===== src/rtl/sbr_consts.vh =====
// Constants of the split bus address router
`ifndef SBR_CONSTS_VH
`define SBR_CONSTS_VH
// Region boundaries
`define SBR_SDRAM_LO 32'h4000_0000
`define SBR_SRAM_LO 32'h8000_0000
`define SBR_RSV1_LO 32'h9000_0000
`define SBR_EXT2_LO 32'hC000_0000
`define SBR_RSV2_LO 32'hE000_0000
`define SBR_PERIPH_LO 32'hF000_0000
// Fixed module register base inside peripheral space
`define SBR_MODREG_BASE 32'hFC00_0000
// Slave indices
`define SBR_S_EXT 0
`define SBR_S_SDRAM 1
`define SBR_S_SRAM 2
`define SBR_S_PERIPH 3
// External port size codes
`define SBR_PS_32 2'h0
`define SBR_PS_8 2'h1
`define SBR_PS_16 2'h2
// Strap level meaning split mode
`define SBR_STRAP_SPLIT 1'h1
// Reset values
`define SBR_MODE_RST 1'h0
`define SBR_GRANT_RST 3'h0
`endif


===== src/rtl/sbr_arb.v =====
// Per-slave arbiter of the crossbar: fixed or round-robin priority
`timescale 1ns/10ps
`include "sbr_consts.vh"
module sbr_arb
#(
   parameter N = 3
)
(
   input wire clk,
   input wire rst_n,
   input wire [N-1:0] req,
   input wire done,
   input wire rr_mode,
   output reg [N-1:0] grant_r
);
   reg [N-1:0] pick;
   reg [1:0] last_r;
   reg found;
   integer k;
   integer idx;
   integer q;

   // Lowest index wins in fixed mode; search starts after last owner in round robin
   always @*
   begin
      pick = {N{1'b0}};
      found = 1'b0;
      idx = 0;
      for (k = 0; k < N; k = k + 1)
      begin
         idx = rr_mode ? ((last_r + 1 + k) % N) : k;
         if (!found && req[idx])
         begin
            pick[idx] = 1'b1;
            found = 1'b1;
         end
      end
   end

   always @(posedge clk or negedge rst_n)
   begin
      if (!rst_n)
      begin
         grant_r <= `SBR_GRANT_RST;
         last_r <= 2'h0;
      end
      else if (done)
         grant_r <= {N{1'b0}};
      else if ((grant_r & req) == {N{1'b0}})
      begin
         grant_r <= pick;
         for (q = 0; q < N; q = q + 1)
         begin
            if (pick[q])
               last_r <= q[1:0];
         end
      end
   end
endmodule


===== src/rtl/sbr_router.v =====
// Split bus address router: strap mode latch, address decode and crossbar
`timescale 1ns/10ps
`include "sbr_consts.vh"
module sbr_router
(
   input wire clk,
   input wire rst_b,
   input wire bus_split_strap,
   // Masters, three, packed lowest master in lowest bits
   input wire [2:0] m_req,
   input wire [95:0] m_addr,
   input wire [2:0] m_we,
   input wire [95:0] m_wdata,
   output reg [2:0] m_ack_r,
   output reg [2:0] m_err_r,
   output reg [95:0] m_rdata_r,
   // Per-slave arbitration method, 1 = round robin
   input wire [3:0] arb_rr,
   // SRAM base, 16 KB granule inside its region
   input wire [13:0] sram_base,
   // Slaves: external bus, sdram controller, sram, peripheral space
   output wire [3:0] s_req,
   output wire [127:0] s_addr,
   output wire [3:0] s_we,
   output wire [127:0] s_wdata,
   input wire [3:0] s_ack,
   input wire [127:0] s_rdata,
   // External bus chip select port size from chip_select_control
   input wire [1:0] cs_port_size,
   output reg [1:0] ext_port_size_eff,
   output wire ext_port_bad,
   output wire split_mode,
   output wire [1:0] ext_lane_en,
   output wire [1:0] sdram_lane_en,
   output wire [31:0] modreg_offset
);
   reg rst_s1_r;
   reg rst_n_r;
   reg strap_s1_r;
   reg strap_s2_r;
   reg mode_r;
   reg latched_r;
   reg [1:0] fill_r;
   reg [3:0] tgt [0:2];
   reg [2:0] rsv;
   reg [11:0] sreq;
   wire [11:0] grant;
   integer i;
   integer s;
   integer j;
   integer mi;
   integer si;

   // Reset release through two flip-flops
   always @(posedge clk or negedge rst_b)
   begin
      if (!rst_b)
      begin
         rst_s1_r <= 1'b0;
         rst_n_r <= 1'b0;
      end
      else
      begin
         rst_s1_r <= 1'b1;
         rst_n_r <= rst_s1_r;
      end
   end

   // Strap pin synchroniser
   always @(posedge clk or negedge rst_n_r)
   begin
      if (!rst_n_r)
      begin
         strap_s1_r <= 1'b0;
         strap_s2_r <= 1'b0;
      end
      else
      begin
         strap_s1_r <= bus_split_strap;
         strap_s2_r <= strap_s1_r;
      end
   end

   // Mode caught once, after the synchroniser has filled; the reset zeros of
   // the sync flops must never be taken for the strap level
   always @(posedge clk or negedge rst_n_r)
   begin
      if (!rst_n_r)
      begin
         mode_r <= `SBR_MODE_RST;
         latched_r <= 1'b0;
         fill_r <= 2'h0;
      end
      else if (!latched_r)
      begin
         fill_r <= {fill_r[0], 1'b1};
         if (fill_r[1])
         begin
            mode_r <= (strap_s2_r == `SBR_STRAP_SPLIT);
            latched_r <= 1'b1;
         end
      end
   end

   assign split_mode = mode_r;

   // Data lane ownership: bit 0 low half, bit 1 high half
   assign ext_lane_en = mode_r ? 2'h1 : 2'h3;
   assign sdram_lane_en = mode_r ? 2'h2 : 2'h3;

   // Port widths allowed per mode; a 32-bit setting in split mode is narrowed
   assign ext_port_bad = mode_r && (cs_port_size == `SBR_PS_32);
   always @*
   begin
      if (ext_port_bad)
         ext_port_size_eff = `SBR_PS_16;
      else
         ext_port_size_eff = cs_port_size;
   end

   // Offset within the fixed module register space
   assign modreg_offset = m_addr[31:0] - `SBR_MODREG_BASE;

   // Address decode per master
   always @*
   begin
      for (i = 0; i < 3; i = i + 1)
      begin
         tgt[i] = 4'h0;
         rsv[i] = 1'b0;
         if (m_addr[i*32 +: 32] < `SBR_SDRAM_LO)
            tgt[i][`SBR_S_EXT] = 1'b1;
         else if (m_addr[i*32 +: 32] < `SBR_SRAM_LO)
            tgt[i][`SBR_S_SDRAM] = 1'b1;
         else if (m_addr[i*32 +: 32] < `SBR_RSV1_LO)
         begin
            if (m_addr[i*32+14 +: 14] == sram_base)
               tgt[i][`SBR_S_SRAM] = 1'b1;
            else
               rsv[i] = 1'b1;
         end
         else if (m_addr[i*32 +: 32] < `SBR_EXT2_LO)
            rsv[i] = 1'b1;
         else if (m_addr[i*32 +: 32] < `SBR_RSV2_LO)
            tgt[i][`SBR_S_EXT] = 1'b1;
         else if (m_addr[i*32 +: 32] < `SBR_PERIPH_LO)
            rsv[i] = 1'b1;
         else
            tgt[i][`SBR_S_PERIPH] = 1'b1;
      end
   end

   // Requests seen by each slave arbiter, masked during the answer cycle
   always @*
   begin
      for (s = 0; s < 4; s = s + 1)
      begin
         for (j = 0; j < 3; j = j + 1)
            sreq[s*3+j] = m_req[j] & tgt[j][s] & ~m_ack_r[j] & ~m_err_r[j];
      end
   end

   genvar g;
   generate
      for (g = 0; g < 4; g = g + 1)
      begin : slv
         sbr_arb #(.N(3)) u_arb
         (
            .clk(clk),
            .rst_n(rst_n_r),
            .req(sreq[g*3 +: 3]),
            .done(s_ack[g]),
            .rr_mode(arb_rr[g]),
            .grant_r(grant[g*3 +: 3])
         );
         // Each slave port muxes only its own owner
         assign s_req[g] = |(grant[g*3 +: 3] & sreq[g*3 +: 3]);
         assign s_addr[g*32 +: 32] = grant[g*3+2] ? m_addr[64 +: 32] :
                                     grant[g*3+1] ? m_addr[32 +: 32] : m_addr[0 +: 32];
         assign s_wdata[g*32 +: 32] = grant[g*3+2] ? m_wdata[64 +: 32] :
                                      grant[g*3+1] ? m_wdata[32 +: 32] : m_wdata[0 +: 32];
         assign s_we[g] = |(grant[g*3 +: 3] & m_we);
      end
   endgenerate

   // Answers back to masters: ack one cycle after the slave ack, error one cycle after a reserved request
   always @(posedge clk or negedge rst_n_r)
   begin
      if (!rst_n_r)
      begin
         m_ack_r <= 3'h0;
         m_err_r <= 3'h0;
         m_rdata_r <= 96'h0;
      end
      else
      begin
         for (mi = 0; mi < 3; mi = mi + 1)
         begin
            m_ack_r[mi] <= 1'b0;
            m_err_r[mi] <= m_req[mi] & rsv[mi] & ~m_err_r[mi];
            for (si = 0; si < 4; si = si + 1)
            begin
               if (s_ack[si] && grant[si*3+mi])
               begin
                  m_ack_r[mi] <= 1'b1;
                  m_rdata_r[mi*32 +: 32] <= s_rdata[si*32 +: 32];
               end
            end
         end
      end
   end
endmodule


===== config.mk =====
export PLATFORM = sky130hd
export DESIGN_NAME = sbr_router
export DESIGN_NICKNAME = d
export VERILOG_FILES = /design/src/rtl/sbr_arb.v /design/src/rtl/sbr_router.v
export VERILOG_INCLUDE_DIRS = /design/src /design/src/rtl
export SDC_FILE = /design/constraint.sdc
export NUM_CORES = 1
export LEC_CHECK = 0
export BUFFER_PORTS_ARGS = -buffer_cell sky130_fd_sc_hd__buf_2
export CORE_AREA = 2 2 295 297
export CTS_CLUSTER_DIAMETER = 40
export DETAILED_ROUTE_END_ITERATION = 10
export DIE_AREA = 0 0 297 299
export PLACE_DENSITY = 0.35
export RECOVER_POWER = 50
export SYNTH_ARGS = -nofsm -noshare
export SYNTH_HDL_FRONTEND = slang
export SYNTH_SLANG_ARGS = --single-unit

===== constraint.sdc =====
create_clock -name clk -period 4.8 [get_ports clk]
set_clock_uncertainty 0.2 [all_clocks]
set_input_delay 0.48 -clock clk [delete_from_list [all_inputs] [get_ports clk]]
set_output_delay 0.48 -clock clk [all_outputs]
set_load 0.005 [all_outputs]

==> results_dict.tcl, run 1 <==
set metrics [dict create \
    maxCapViolations 5 \
    min_period_over_period_pct 93.4 \
    yosys-top-cells-area "dfrtp_1, mux2i_1, nand2_1" \
    die_y_um 299 \
    required_ns 4.12 \
    seq_area_mm2 0.00328 \
    r2r_start "slv[3].u_arb.grant_r[0]" \
    die_x_um 297 \
    vias 20400 \
    outcome "finished with violations" \
    cts_setup_buffers 0 \
    hpwl_um 79400 \
    final_max_slew_viol_count 273 \
    grt-ovfl-total 0 \
    hold_viol 0 \
    synth_seq_area_share_pct 20.1 \
    cts-resized-gates 0 \
    synth-edff-count 0 \
    path_cells "buf_4, mux2i_1, o21ai_0, buf_2" \
    cts.clk_slew.worst_paths_ns 0.07 \
    htreeDepth 4 \
    cp_slowest_cell "dfrtp_1" \
    dieArea_mm2 0.0888 \
    crit_arrival_ns 3.80 \
    clkLatencyLatePin_ns 0.49 \
    fin_crit_ns 4.48 \
    wire_per_inst_um 25.4 \
    power.density_mw_per_mm2 313 \
    portBuffers 756 \
    synth_area_mm2 0.0162 \
    min-delay-start "s_ack[3]" \
    failed_checks "capacitance limit, slew limit" \
    worst_slew_pin_slew_ns 3.13 \
    grt_pass1_wl_um 145000 \
    cts_made_buffers 17 \
    synth_cells 2338 \
    dr.pass1.iters 6 \
    initial_core_util_pct 18.8 \
    hold_slack_ns 0.0489 \
    tns_ns 0 \
    drc 0 \
    ctsHoldBuffers 2 \
    drive_gt1_share_pct 25.2 \
    start_kind "register" \
    ys_ff_latch 130 \
    placementRows 108 \
    yosysTopAreaCell "dfrtp_1" \
    yosys_most_used_dff "dfrtp_1" \
    vias_per_cell 4.96 \
    fmax_ghz 0.223 \
    grt_max_degree 83 \
    coreArea_mm2 0.0859 \
    wl_um 104000 \
    max_stage_delay_ns 1.88 \
    nets 3318 \
    cts_tree "yes" \
    postSynth.asyncResetShare_pct 100 \
    antenna_found_initial 61 \
    avgSynthCellArea_um2 6.92 \
    path_buf_inv 2 \
    ys_types 82 \
    clk_path_buf_depth 2 \
    ant_nets 0 \
    dr.first_iter.drc_count 1432 \
    min_path_type "in2reg" \
    multiInputGateArea_mm2 0.0117 \
    critPathKind "reg2out" \
    cp-end-kind "primary output" \
    cts_sinks 130 \
    crit_family "flip-flops" \
    rsz0062_at_grt "no" \
    ys_warn_count 0 \
    fill_cells 9827 \
    p_leak_nw 8.42 \
    ir_drop_uv 258 \
    io_pins 759 \
    worstPathMaxFanout 33 \
    startpoint "slv[1].u_arb.grant_r[1]" \
    place.gp.congestion 0.907 \
    clock-root-buffer "clkbuf_16" \
    grt_usage_pct 22.3 \
    slew_headroom_pct -109 \
    syn2layout_area_growth_pct 31.7 \
    grt_pass1_vias 19300 \
    yosysTopAreaCellShare_pct 20.1 \
    finalSetupViolations 0 \
]
## logic make-up after synthesis
| group | count (synthesis) | synth area share (%) |
|---|---|---|
| buf+inv | 294 | 7.76 |
| other cells | 1 | 0.0232 |
| fa+ha+maj | 53 | 4.10 |
| compound gates | 674 | 25.1 |
| xor+xnor | 50 | 2.71 |
| simple gates | 869 | 23.7 |
| flops | 130 | 20.1 |
| mux | 267 | 16.5 |
## sequential cells by signal, summed over array words and instances, names as in the netlist
register           count
m_ack_r                3
latched_r              1
slv.u_arb.last_r       8
strap_s2_r             1
slv.u_arb.grant_r     12
split_mode             1
strap_s1_r             1
m_rdata_r             96
rst_s1_r               1
rst_n_r                1
m_err_r                3
fill_r                 2
## per-stage QoR
step / util [%] / std cells / total power, mW / setup slack, ns / instance area [um2]
2_1_floorplan: - / 2340 / 3.47 / 0.710 / 16200
3_3_place_gp: 24.2 / 4046 / 5.25 / 0.692 / 20800
3_5_place_dp: 24.2 / 4046 / 5.26 / 0.710 / 20800
4_1_cts: 24.9 / 4080 / 6.84 / 0.700 / 21400
5_1_grt: 24.7 / 4100 / 7.17 / 0.195 / 21300
6_report: 24.8 / 4113 / 6.68 / 0.319 / 21300
## final cells by class
type / count / area share [%]
antenna: 33 / 0.388
clock buffer: 17 / 2.00
clock inverter: 15 / 1.05
inverter: 53 / 0.934
multi-input combinational: 1916 / 54.9
sequential: 130 / 15.4
tap: 1155 / 6.78
timing repair buffer: 794 / 18.5
## cells in the mapped netlist, drive strengths merged (16+ instances only)
master / n
dfrtp: 130
clkbuf: 178
nor4: 16
inv: 53
a311oi: 97
xor2: 28
o21ai: 281
ha: 53
nand2: 400
xnor2: 22
mux2i: 266
nor2: 234
a21oi: 209
nand3: 114
buf: 63
## layer usage
metal | vias to the layer above | global-route usage (%) | wire, um
met4 | 16 | 7.92 | 3980
met2 | 851 | 37.3 | 49000
met5 | - | 0 | 99
met3 | 163 | 5.85 | 7770
met1 | 9892 | 27.7 | 43600
li1 | 9472 | - | -
## where the power goes
group | switching [mW] | total, mW | leakage (nW) | internal [mW]
combinational | 1.97 | 3.24 | 6.64 | 1.27
clock | 0.641 | 1.53 | 0.310 | 0.885
sequential | 0.377 | 1.91 | 1.48 | 1.53
## path summary, 6_finish.rpt
| kind | to | slack (ns) | cells past startpoint |
|---|---|---|---|
| worst max-delay path | s_addr[37] | 0.32 | 4 |
| worst min-delay path | slv[3].u_arb.grant_r[0] | 0.05 | 2 |
| worst max register to register | m_rdata_r[7] | 0.62 | 5 |
| worst min register to register | rst_n_r | 0.15 | 0 |
| max in group asynchronous | m_rdata_r[57] | 1.23 | 1 |
| min in group asynchronous | rst_s1_r | 0.13 | 2 |
## placed cells by master, fill, tap and decap left out, types with 33 or more instances in the layout
cell type / n
nand2_1: 394
o21ai_0: 278
a21oi_1: 209
buf_2: 633
a311oi_1: 97
diode_2: 33
clkbuf_1: 122
dfrtp_1: 123
ha_1: 53
buf_4: 33
mux2i_1: 266
nor2_1: 234
nand3_1: 112
inv_1: 53
No activity file was read; power rests on OpenSTA's default activity.
==> inputs of run 2 (changes only) <==
==> constraint.sdc (replaced) <==
create_clock -name clk -period 4.3 [get_ports clk]
set_clock_uncertainty 0.2 [all_clocks]
set_input_delay 0.43 -clock clk [delete_from_list [all_inputs] [get_ports clk]]
set_output_delay 0.43 -clock clk [all_outputs]
set_load 0.005 [all_outputs]
==> run 2 against run 1 <==
The flow still finishes with violations (capacitance limit, slew limit). Non-clock buffer count is 6 higher. Sequential cell count unchanged. Via count decreased by 0.27%. Final area fell by 0.31%. Total power increased by 7.8%. Critical path depth shrank 2. Die area is the same. Global-route usage down 0.25 points. Register-to-register slack got worse by 0.26 ns. Critical path type unchanged.
==> results_dict.tcl, run 2 (same netlist as run 1, synthesis figures left out) <==
set metrics [dict create \
    cts.clk_slew.worst_paths_ns 0.06 \
    r2r_start "slv[0].u_arb.last_r[0]" \
    ant_nets 0 \
    wl_met2_um 50000 \
    clkLatencyLatePin_ns 0.45 \
    tns_ns 0 \
    maxCapViolations 5 \
    dieArea_mm2 0.0888 \
    combPwrFrac_pct 50.2 \
    vias 20300 \
    crit_arrival_ns 3.37 \
    switching_power_mw 3.22 \
    dr.first_iter.drc_count 1551 \
    cts_sinks 130 \
    cts_made_buffers 17 \
    largest_register "m_rdata_r" \
    cts_setup_buffers 0 \
    final_cell_mix "buf_2, nand2_1, o21ai_0, mux2i_1, nor2_1" \
    ir_drop_uv 292 \
    fill_cells 9782 \
    io_pins 759 \
    slew_headroom_pct -47.1 \
    p_leak_nw 8.43 \
    power_mw 7.20 \
    clkPwrFrac_pct 20.4 \
    r2r_slack_ns 0.36 \
    power.density_mw_per_mm2 339 \
    grt_pass1_wl_um 145000 \
    cp-end-kind "primary output" \
    top_layer_used "met5" \
    min_period_over_period_pct 93.1 \
    place.gp.congestion 0.895 \
    wl_met1_um 42400 \
    start_kind "register" \
    coreArea_mm2 0.0859 \
    swShare_pct 44.8 \
    critPathKind "reg2out" \
    die_y_um 299 \
    p_int_mw 3.97 \
    worst_slack_ns 0.296 \
    hold_slack_ns 0.0436 \
    met3_length_um 7960 \
    place_area_mm2 0.0208 \
    vias_per_cell 4.95 \
    ctsHoldBuffers 2 \
    grt_pass1_vias 19400 \
    initial_core_util_pct 18.8 \
    cts_tree "yes" \
    outcome "finished with violations" \
    antenna_found_initial 63 \
    rr_endpoint "slv[0].u_arb.last_r[1]" \
    dr.pass1.iters 6 \
    grt_usage_pct 22.1 \
    dp_cells 4052 \
    fin_crit_ns 4.00 \
    reg.largest.list "m_rdata_r x96, slv.u_arb.grant_r x12, slv.u_arb.last_r x8" \
    cts-resized-gates 0 \
    grt-ovfl-total 0 \
    placementRows 108 \
    worstPathMaxFanout 55 \
    post-place-ws_ns 0.360 \
    hpwl_um 78800 \
    worstRegToRegCells 16 \
    required_ns 3.67 \
    nets 3324 \
    final_max_slew_viol_count 318 \
    wl_um 103000 \
    crit_end "s_wdata[8]" \
    finalSetupViolations 0 \
    fmax_ghz 0.250 \
    largest_register_ffs 96 \
    syn2layout_area_growth_pct 31.3 \
    htreeDepth 4 \
    startpoint "slv[0].u_arb.grant_r[2]" \
    clk_path_buf_depth 2 \
    drc 0 \
    failed_checks "capacitance limit, slew limit" \
    design_area_mm2 0.0212 \
    wire_per_inst_um 25.2 \
    stdcell_count 4106 \
    min_path_type "in2reg" \
    pwr-share-seq_pct 29.3 \
    die_x_um 297 \
    clock-root-buffer "clkbuf_16" \
    worst_slew_pin_slew_ns 2.21 \
    fin_util_pct 24.7 \
    final_common_cell "buf_2" \
    portBuffers 756 \
    rsz0062_at_grt "no" \
    grt_max_degree 99 \
    hold_viol 0 \
    drive_gt1_share_pct 25.4 \
]
## run 2: cell count changes in the layout (fill, tap and decap cells not counted), moves of 3 or more
cell       change
clkinv_2       +6
diode_2       -13
buf_4          +6
bufinv_16      -3
inv_6          -5
clkbuf_8       +3
## run 2: worst max-delay path, cell delays in order, from the launching register on
cell and delay [ns]:
dfrtp_1 1.66, o21ai_0 0.86, buf_2 0.34
## run 2: worst min path at each step
stage | start | end | slack [ns] | cells past startpoint
global route | s_ack[3] | slv[3].u_arb.grant_r[2] | 0.04 | 2
global placement | rst_n_r | m_rdata_r[80] | -0.006 | 0
floorplan | rst_b | rst_n_r | -0.07 | 0
finish | s_ack[3] | slv[3].u_arb.grant_r[2] | 0.04 | 2
CTS | rst_n_r | m_rdata_r[80] | 0.003 | 0
detailed placement | rst_n_r | m_rdata_r[80] | -0.004 | 0
## run 2: final cells by class
type                            instances  area [um2]  share of cell area, %
Antenna cell                           20        50.0                  0.236
Clock buffer                           22         474                   2.23
Clock inverter                         10        83.8                  0.395
Inverter                               53         199                  0.937
Multi-Input combinational cell       1916       11700                   55.2
Sequential cell                       130        3280                   15.4
Tap cell                             1155        1450                   6.81
Timing Repair Buffer                  800        3990                   18.8
## run 2: per-layer routing
layer  vias up  GRT usage [%]
met3       165           6.24
met5         -              0
met4        32           6.01
met2       892           37.9
met1      9777           26.9
li1       9472              -
## run 2: power by group through the flow
| stage | sequential [mW] | combinational (mW) | clock, mW |
|---|---|---|---|
| 2_1_floorplan | 2.05 | 1.82 | 0 |
| 3_3_place_gp | 2.12 | 3.73 | 0 |
| 3_5_place_dp | 2.13 | 3.74 | 0 |
| 4_1_cts | 2.11 | 3.76 | 1.54 |
| 5_1_grt | 2.18 | 4.01 | 1.59 |
| 6_report | 2.11 | 3.62 | 1.47 |
